**src/inc/nibio_pkg.sv**
```systemverilog
// package of constants and types for the nibble io ports block
package nibio_pkg;
  // port selector codes carried in the low general register
  localparam logic [3:0] NIBIO_SEL_IN      = 4'h0;
  localparam logic [3:0] NIBIO_SEL_OUT     = 4'h8;
  localparam logic [3:0] NIBIO_SEL_BIDIR_A = 4'hA;
  localparam logic [3:0] NIBIO_SEL_BIDIR_B = 4'hB;
  // bit positions inside mode bits
  localparam int NIBIO_CNT_SEL_HI_BIT  = 2;
  localparam int NIBIO_CNT_SEL_LO_BIT  = 1;
  localparam int NIBIO_EVT_EN_BIT      = 3;
  localparam int NIBIO_SER_SEL_HI_BIT  = 2;
  localparam int NIBIO_SER_SEL_LO_BIT  = 1;
  localparam logic [1:0] NIBIO_CNT_EXT_CODE = 2'h1;
  localparam logic [1:0] NIBIO_SER_OFF_CODE = 2'h0;
  // reset value of latches (content undefined, chosen all ones)
  localparam logic [3:0] NIBIO_LATCH_RST    = 4'hF;
  localparam int NIBIO_WIDTH               = 4;
  localparam int NIBIO_TOP_BIT             = 3;
  // build-time output formats
  typedef enum logic [1:0] {
    NIBIO_FMT_OD,
    NIBIO_FMT_OD_PU,
    NIBIO_FMT_PP
  } nibio_fmt_type;
endpackage

```
**src/inc/nibio_if.sv**
```systemverilog
// interface between the port core and one port's pin driver (output or bidirectional)
`timescale 1ns/100ps
interface nibio_pin_if;
  logic [3:0] latch;
  logic       driven;
  logic [3:0] pad_o;
  logic [3:0] pad_oe;
  logic [3:0] pull_up;
  modport core (output latch, output driven, input pad_o, input pad_oe, input pull_up);
  modport drv  (input latch, input driven, output pad_o, output pad_oe, output pull_up);
endinterface

```
**src/nibio_ports.sv**
```systemverilog
// four nibble ports: input port, output port and two quasi-bidirectional ports
`timescale 1ns/100ps
module nibio_ports
  import nibio_pkg::*;
#(
  parameter nibio_fmt_type OUT_FMT   = NIBIO_FMT_PP,
  parameter nibio_fmt_type BIDA_FMT  = NIBIO_FMT_OD_PU,
  parameter nibio_fmt_type BIDB_FMT  = NIBIO_FMT_OD,
  parameter bit            EXT_CLOCK = 1'b1
) (
  input  wire logic                   CLK_SYS,
  input  wire logic                   RST_N,
  input  wire logic                   PORT_READ_INSTR,
  input  wire logic                   PORT_WRITE_INSTR,
  input  wire logic                   PORT_BIT_SET_INSTR,
  input  wire logic                   PORT_BIT_CLEAR_INSTR,
  input  wire logic [3:0]             LOW_REG,
  input  wire logic [1:0]             BIT_SEL,
  input  wire logic [3:0]             ACC_IN,
  input  wire logic [3:0]             COUNT_MODE,
  input  wire logic [3:0]             SHIFT_MODE,
  input  wire logic [3:0]             IN_PORT_PINS,
  input  wire logic [3:0]             BIDA_PINS_I,
  input  wire logic [3:0]             BIDB_PINS_I,
  output logic      [3:0]             ACC_OUT,
  output logic                        ACC_OUT_VALID,
  output logic                        INPUT_PIN_ZERO_COUNT,
  output logic                        TESTABLE_EVENT_INPUT,
  output logic                        SERIAL_PINS_ACTIVE,
  output logic      [3:0]             OUT_PORT_O,
  output logic      [3:0]             OUT_PORT_OE,
  output logic      [3:0]             BIDA_PINS_O,
  output logic      [3:0]             BIDA_PINS_OE,
  output logic      [3:0]             BIDA_PULL_UP,
  output logic      [3:0]             BIDB_PINS_O,
  output logic      [3:0]             BIDB_PINS_OE,
  output logic      [3:0]             BIDB_PULL_UP
);
  import nibio_pkg::*;

  // ****************************************************************
  // decode
  // ****************************************************************
  // one-hot mask of a bit position
  function automatic logic [3:0] bit_mask(input logic [1:0] pos);
    bit_mask = 4'h1 << pos;
  endfunction

  // new latch value from write, set or clear
  function automatic logic [3:0] latch_next(input logic [3:0] cur, input logic [3:0] acc,
                                            input logic wr, input logic set,
                                            input logic clr, input logic [1:0] pos);
    logic [3:0] r;
    r = cur;
    if (wr) begin
      r = acc;
    end else if (set) begin
      r = cur | bit_mask(pos);
    end else if (clr) begin
      r = cur & ~bit_mask(pos);
    end
    latch_next = r;
  endfunction

  wire logic sel_in    = (LOW_REG == NIBIO_SEL_IN);
  wire logic sel_out   = (LOW_REG == NIBIO_SEL_OUT);
  wire logic sel_bida  = (LOW_REG == NIBIO_SEL_BIDIR_A);
  wire logic sel_bidb  = (LOW_REG == NIBIO_SEL_BIDIR_B);
  wire logic any_bit   = PORT_BIT_SET_INSTR | PORT_BIT_CLEAR_INSTR;
  wire logic out_hit   = sel_out & (PORT_WRITE_INSTR | any_bit);
  wire logic bida_hit  = sel_bida & (PORT_WRITE_INSTR | any_bit);
  wire logic bidb_hit  = sel_bidb & (PORT_WRITE_INSTR | any_bit);
  // top output bit only exists with the external clock option
  wire logic [3:0] out_avail = EXT_CLOCK ? 4'hF : 4'h7;
  // pull-up resistors are present from reset on, before any write
  localparam logic [3:0] bida_pu_rst = (BIDA_FMT == NIBIO_FMT_OD_PU) ? 4'hF : 4'h0;
  localparam logic [3:0] bidb_pu_rst = (BIDB_FMT == NIBIO_FMT_OD_PU) ? 4'hF : 4'h0;

  // ****************************************************************
  // latches
  // ****************************************************************
  logic [3:0] out_latch_q, bida_latch_q, bidb_latch_q;
  logic       out_drv_q, bida_drv_q, bidb_drv_q;
  logic [3:0] out_latch_d, bida_latch_d, bidb_latch_d;

  assign out_latch_d  = latch_next(out_latch_q, ACC_IN, PORT_WRITE_INSTR,
                                   PORT_BIT_SET_INSTR, PORT_BIT_CLEAR_INSTR, BIT_SEL);
  assign bida_latch_d = latch_next(bida_latch_q, ACC_IN, PORT_WRITE_INSTR,
                                   PORT_BIT_SET_INSTR, PORT_BIT_CLEAR_INSTR, BIT_SEL);
  assign bidb_latch_d = latch_next(bidb_latch_q, ACC_IN, PORT_WRITE_INSTR,
                                   PORT_BIT_SET_INSTR, PORT_BIT_CLEAR_INSTR, BIT_SEL);

  // output port latch; reset floats the pins
  always_ff @(posedge CLK_SYS or negedge RST_N) begin
    if (!RST_N) begin
      out_latch_q <= NIBIO_LATCH_RST;
      out_drv_q   <= 1'b0;
    end else if (out_hit) begin
      out_latch_q <= out_latch_d;
      out_drv_q   <= 1'b1;
    end
  end

  // bidirectional latches hold until next write, bit set, bit clear or reset; reads leave them
  always_ff @(posedge CLK_SYS or negedge RST_N) begin
    if (!RST_N) begin
      bida_latch_q <= NIBIO_LATCH_RST;
      bidb_latch_q <= NIBIO_LATCH_RST;
      bida_drv_q   <= 1'b0;
      bidb_drv_q   <= 1'b0;
    end else begin
      if (bida_hit) begin
        bida_latch_q <= bida_latch_d;
        bida_drv_q   <= 1'b1;
      end
      if (bidb_hit) begin
        bidb_latch_q <= bidb_latch_d;
        bidb_drv_q   <= 1'b1;
      end
    end
  end

  // ****************************************************************
  // pin drivers
  // ****************************************************************
  nibio_pin_if out_if ();
  nibio_pin_if bida_if ();
  nibio_pin_if bidb_if ();
  assign out_if.latch   = out_latch_q;
  assign out_if.driven  = out_drv_q;
  assign bida_if.latch  = bida_latch_q;
  assign bida_if.driven = bida_drv_q;
  assign bidb_if.latch  = bidb_latch_q;
  assign bidb_if.driven = bidb_drv_q;

  nibio_pad_drv #(.FMT(OUT_FMT))  u_out  (.p(out_if.drv));
  nibio_pad_drv #(.FMT(BIDA_FMT)) u_bida (.p(bida_if.drv));
  nibio_pad_drv #(.FMT(BIDB_FMT)) u_bidb (.p(bidb_if.drv));

  // ****************************************************************
  // reads and alternate functions
  // ****************************************************************
  // input and bidirectional pins are read directly, so open-drain high latches see the line
  wire logic [3:0] rd_mux = sel_in   ? IN_PORT_PINS :
                            sel_bida ? BIDA_PINS_I  :
                            sel_bidb ? BIDB_PINS_I  :
                            sel_out  ? (out_latch_q & out_avail) : 4'h0;
  wire logic cnt_ext = ({COUNT_MODE[NIBIO_CNT_SEL_HI_BIT], COUNT_MODE[NIBIO_CNT_SEL_LO_BIT]}
                        == NIBIO_CNT_EXT_CODE);
  wire logic ser_on  = ({SHIFT_MODE[NIBIO_SER_SEL_HI_BIT], SHIFT_MODE[NIBIO_SER_SEL_LO_BIT]}
                        != NIBIO_SER_OFF_CODE);

  // registered outputs
  always_ff @(posedge CLK_SYS or negedge RST_N) begin
    if (!RST_N) begin
      ACC_OUT              <= 4'h0;
      ACC_OUT_VALID        <= 1'b0;
      INPUT_PIN_ZERO_COUNT <= 1'b0;
      TESTABLE_EVENT_INPUT <= 1'b0;
      SERIAL_PINS_ACTIVE   <= 1'b0;
      OUT_PORT_O           <= 4'h0;
      OUT_PORT_OE          <= 4'h0;
      BIDA_PINS_O          <= 4'h0;
      BIDA_PINS_OE         <= 4'h0;
      BIDA_PULL_UP         <= bida_pu_rst;
      BIDB_PINS_O          <= 4'h0;
      BIDB_PINS_OE         <= 4'h0;
      BIDB_PULL_UP         <= bidb_pu_rst;
    end else begin
      ACC_OUT              <= PORT_READ_INSTR ? rd_mux : ACC_OUT;
      ACC_OUT_VALID        <= PORT_READ_INSTR;
      INPUT_PIN_ZERO_COUNT <= cnt_ext & IN_PORT_PINS[0];
      TESTABLE_EVENT_INPUT <= SHIFT_MODE[NIBIO_EVT_EN_BIT] & IN_PORT_PINS[0];
      SERIAL_PINS_ACTIVE   <= ser_on;
      OUT_PORT_O           <= out_if.pad_o & out_avail;
      OUT_PORT_OE          <= out_if.pad_oe & out_avail;
      BIDA_PINS_O          <= bida_if.pad_o;
      BIDA_PINS_OE         <= bida_if.pad_oe;
      BIDA_PULL_UP         <= bida_if.pull_up;
      BIDB_PINS_O          <= bidb_if.pad_o;
      BIDB_PINS_OE         <= bidb_if.pad_oe;
      BIDB_PULL_UP         <= bidb_if.pull_up;
    end
  end
endmodule

```
**src/nibio_pad_drv.sv**
```systemverilog
// output structure of one 4-bit latched port
`timescale 1ns/100ps
module nibio_pad_drv
  import nibio_pkg::*;
#(
  parameter nibio_fmt_type FMT = NIBIO_FMT_OD
) (
  nibio_pin_if.drv p
);
  genvar i;
  // per-bit drive: push-pull drives both levels, open-drain pulls low only
  generate
    for (i = 0; i < NIBIO_WIDTH; i++) begin : g_bit
      assign p.pad_o[i]   = (FMT == NIBIO_FMT_PP) ? p.latch[i] : 1'b0;
      assign p.pad_oe[i]  = p.driven & ((FMT == NIBIO_FMT_PP) | ~p.latch[i]);
      assign p.pull_up[i] = (FMT == NIBIO_FMT_OD_PU);
    end
  endgenerate
endmodule

```
**config.mk**
```make
export PLATFORM = sky130hd
export DESIGN_NAME = nibio_ports
export DESIGN_NICKNAME = d
export VERILOG_FILES = /design/src/inc/nibio_pkg.sv /design/src/inc/nibio_if.sv /design/src/nibio_ports.sv /design/src/nibio_pad_drv.sv
export SDC_FILE = /design/constraint.sdc
export NUM_CORES = 1
export LEC_CHECK = 0
export CORE_MARGIN = 2
export CORE_UTILIZATION = 38
export CTS_CLUSTER_DIAMETER = 30
export DETAILED_ROUTE_END_ITERATION = 8
export DONT_BUFFER_PORTS = 1
export PLACE_DENSITY = 0.54
export SYNTH_ARGS = -nofsm -noshare
export SYNTH_HDL_FRONTEND = slang
export SYNTH_HIERARCHICAL = 1
export SYNTH_SLANG_ARGS = --single-unit
```
**constraint.sdc**
```tcl
create_clock -name CLK_SYS -period 1.25 [get_ports CLK_SYS]
set_input_delay 0.25 -clock CLK_SYS [delete_from_list [all_inputs] [get_ports CLK_SYS]]
set_output_delay 0.25 -clock CLK_SYS [all_outputs]
set_load 0.05 [all_outputs]
```
==> results by group <==
Logic synthesis
  • Cell Area, Synth: 2340 sq um
  • Synthesized area per cell: ~13 sq um
  • Yosys warnings: 6
  • Cells after Synth: ~180

GRT
  • Total congestion overflow: 0
  • Initial antenna violation count: 0
  • Largest net degree at the start of global routing: 56
  • First-pass GRT wire length: about 6500 um
  • GRT Total Usage: between 10% and 20%
  • Vias in the first global route: 1302

Clock network
  • Root buffer cell: clkbuf_8
  • Clk slew on worst S/H paths: ~0.090 ns
  • Clk Latency, worst-skew pair: approximately 0.30 ns
  • Cts hold-fix bufs: 1
  • Cts repair resizes: 0
  • Max Root-Sink Buffers: 2
  • CTS tree: yes
  • H-tree Lvls: 2
  • Total CTS buffers: 5
  • Sink Count: 55
  • Post-CTS Repair Setup Buffers: 0

STA
  • Minimum clock period: 1.24 ns
  • RSZ-0062 raised after global routing: true
  • Hold Fails Final Rpt: 55
  • Setup violators final: 0
  • WHS: -0.367 ns
  • Final slew viol count: 0
  • Slew HR: between 60% and 70%
  • Clock skew: 0.00582 ns
  • FMAX: ~0.80 GHz
  • Fin crit share: between 90 and 100%
  • Worst slew pin tran: between 0.4 and 0.5 ns
  • Final setup margin: approximately 0.0074 ns

Critical path
  • Crit path DAT: just under 1 ns
  • CP endpoint kind: output pin
  • Worst-path maximum fanout: 1
  • CP required: 1.00 ns
  • Type of origin of the critical path: flip-flop
  • Crit Path Category: reg2out

Finish
  • Fillers: roughly 580
  • Ant. Diodes: 0
  • Layout Nets: between 200 and 250
  • Final std cells w/o fill: 252
  • Area grow syn2layout: 6.15%
  • Share of cells above drive strength 1: 34.5%

Worst hold path
  • Hold WC Path Type: in2async

Placed design
  • I/O Buffers: 0
  • Placed cell count: between 200 and 250
  • DPL Wire Length: about 2900 um
  • Gpl congestion: 0.829
  • Place WS: -0.0438 ns

Floorplan
  • Die W: ~82 um
  • Die height: approximately 82 um
  • Die ar.: 6800 sq um
  • # rows: 28
  • I/O pins: 76
  • Initial Util: about two fifths
  • Core Area: ~5900 sq um

Power and ir drop
  • Pwr Density: 1790 nW/um^2
  • Switching Fraction: between 20 and 30%
  • Internal power: about 3100 uW
  • Share of power burned in the clock network: between 30% and 40%
  • Power share of the combinational group: between 8 and 9%
  • Static leakage: roughly 0.0011 uW
  • Max VDD drop: 0.733 mV
  • Sequential share of power: between 60% and 70%
  • Psw: between 1000 and 1500 uW

Run
  • Max-Cap Viols: 0

Detailed routing
  • Via Count: ~1.2k
  • Via-to-Cell Ratio: approximately 5
  • Number of antenna-violating nets in the routed design: 0
  • Drt first pass iters: 4
  • Routed len/inst: ~16 um
  • Drt total wl: 4090 um
  • DRC Markers: 0
  • Iter 0 DRT Violations: 42

Outcome
  • Status: complete, but fails checks
  • Failing checks: negative hold slack
final timing paths:
check | from | endpoint | slack (ns) | cells after the start
min reg2reg | flip-flop | OUT_PORT_O[3] | 0.42 | 0
min in group CLK_SYS | SHIFT_MODE[1] | SERIAL_PINS_ACTIVE | 0.06 | 1
max | BIDA_PULL_UP[3] | BIDA_PULL_UP[3] | 0.007 | 0
min | RST_N | BIDB_PINS_O[0] | -0.37 | 0
max reg2reg | flip-flop | ACC_OUT[3] | 0.17 | 3
max in group asynchronous | RST_N | async pin | 1.43 | 0
power by group through the flow:
| stage | registers, uW | logic (uW) | clock network, uW |
|---|---|---|---|
| 6_report | 2730 | 370 | 1340 |
| 5_1_grt | 2770 | 402 | 1470 |
| 4_1_cts | 2750 | 373 | 1390 |
| 3_5_place_dp | 2780 | 368 | 0 |
| 3_3_place_gp | 2770 | 359 | 0 |
| 2_1_floorplan | 2750 | 394 | 0 |
through the flow:
step           total power [uW]  hold WS (ns)  setup TNS, ns  util (%)  instance area, sq um
6_report                   4440        -0.367              0      42.0                  2480
5_1_grt                    4650        -0.395         -0.112      42.0                  2480
4_1_cts                    4510        -0.380        -0.0157      42.0                  2480
3_5_place_dp               3150       -0.0443        -0.0819      39.6                  2340
3_3_place_gp               3130       -0.0443        -0.0458      39.6                  2340
2_1_floorplan              3140       -0.0456         -0.282         -                  2430
final cells by class:
type	count	area, sq um	share of cell area (%)
Clock buffer	6	72.6	2.92
Inverter	1	3.75	0.151
Timing Repair Buffer	8	62.6	2.52
Multi-Input combinational cell	105	796	32.0
Tap cell	75	93.8	3.78
Sequential cell	55	1400	56.2
Clock inverter	2	60.1	2.42
cells in the final DEF (no fill, tap or decap), drive strengths merged, types with 2 or more instances in the layout:
cell type,count
o211ai,6
nor2b,6
mux2,12
a21o,3
o21ai,10
conb,16
nand3b,2
a211oi,3
nand2,7
dfrtp,39
and2,2
bufinv,2
a221o,4
and2b,8
and3b,5
buf,7
nor2,6
dfstp,16
nand3,4
clkbuf,6
metal layers:
layer | routed length, um | vias up | global-route usage (%) | share of wire [%]
met4 | 64 | 0 | 5.41 | 1.6
met1 | 1730 | 616 | 16.0 | 42
met5 | 0 | - | 0 | 0
met3 | 394 | 5 | 5.11 | 9.6
li1 | - | 567 | - | -
met2 | 1890 | 58 | 19.8 | 46
Power figures use the tool's default switching activity.
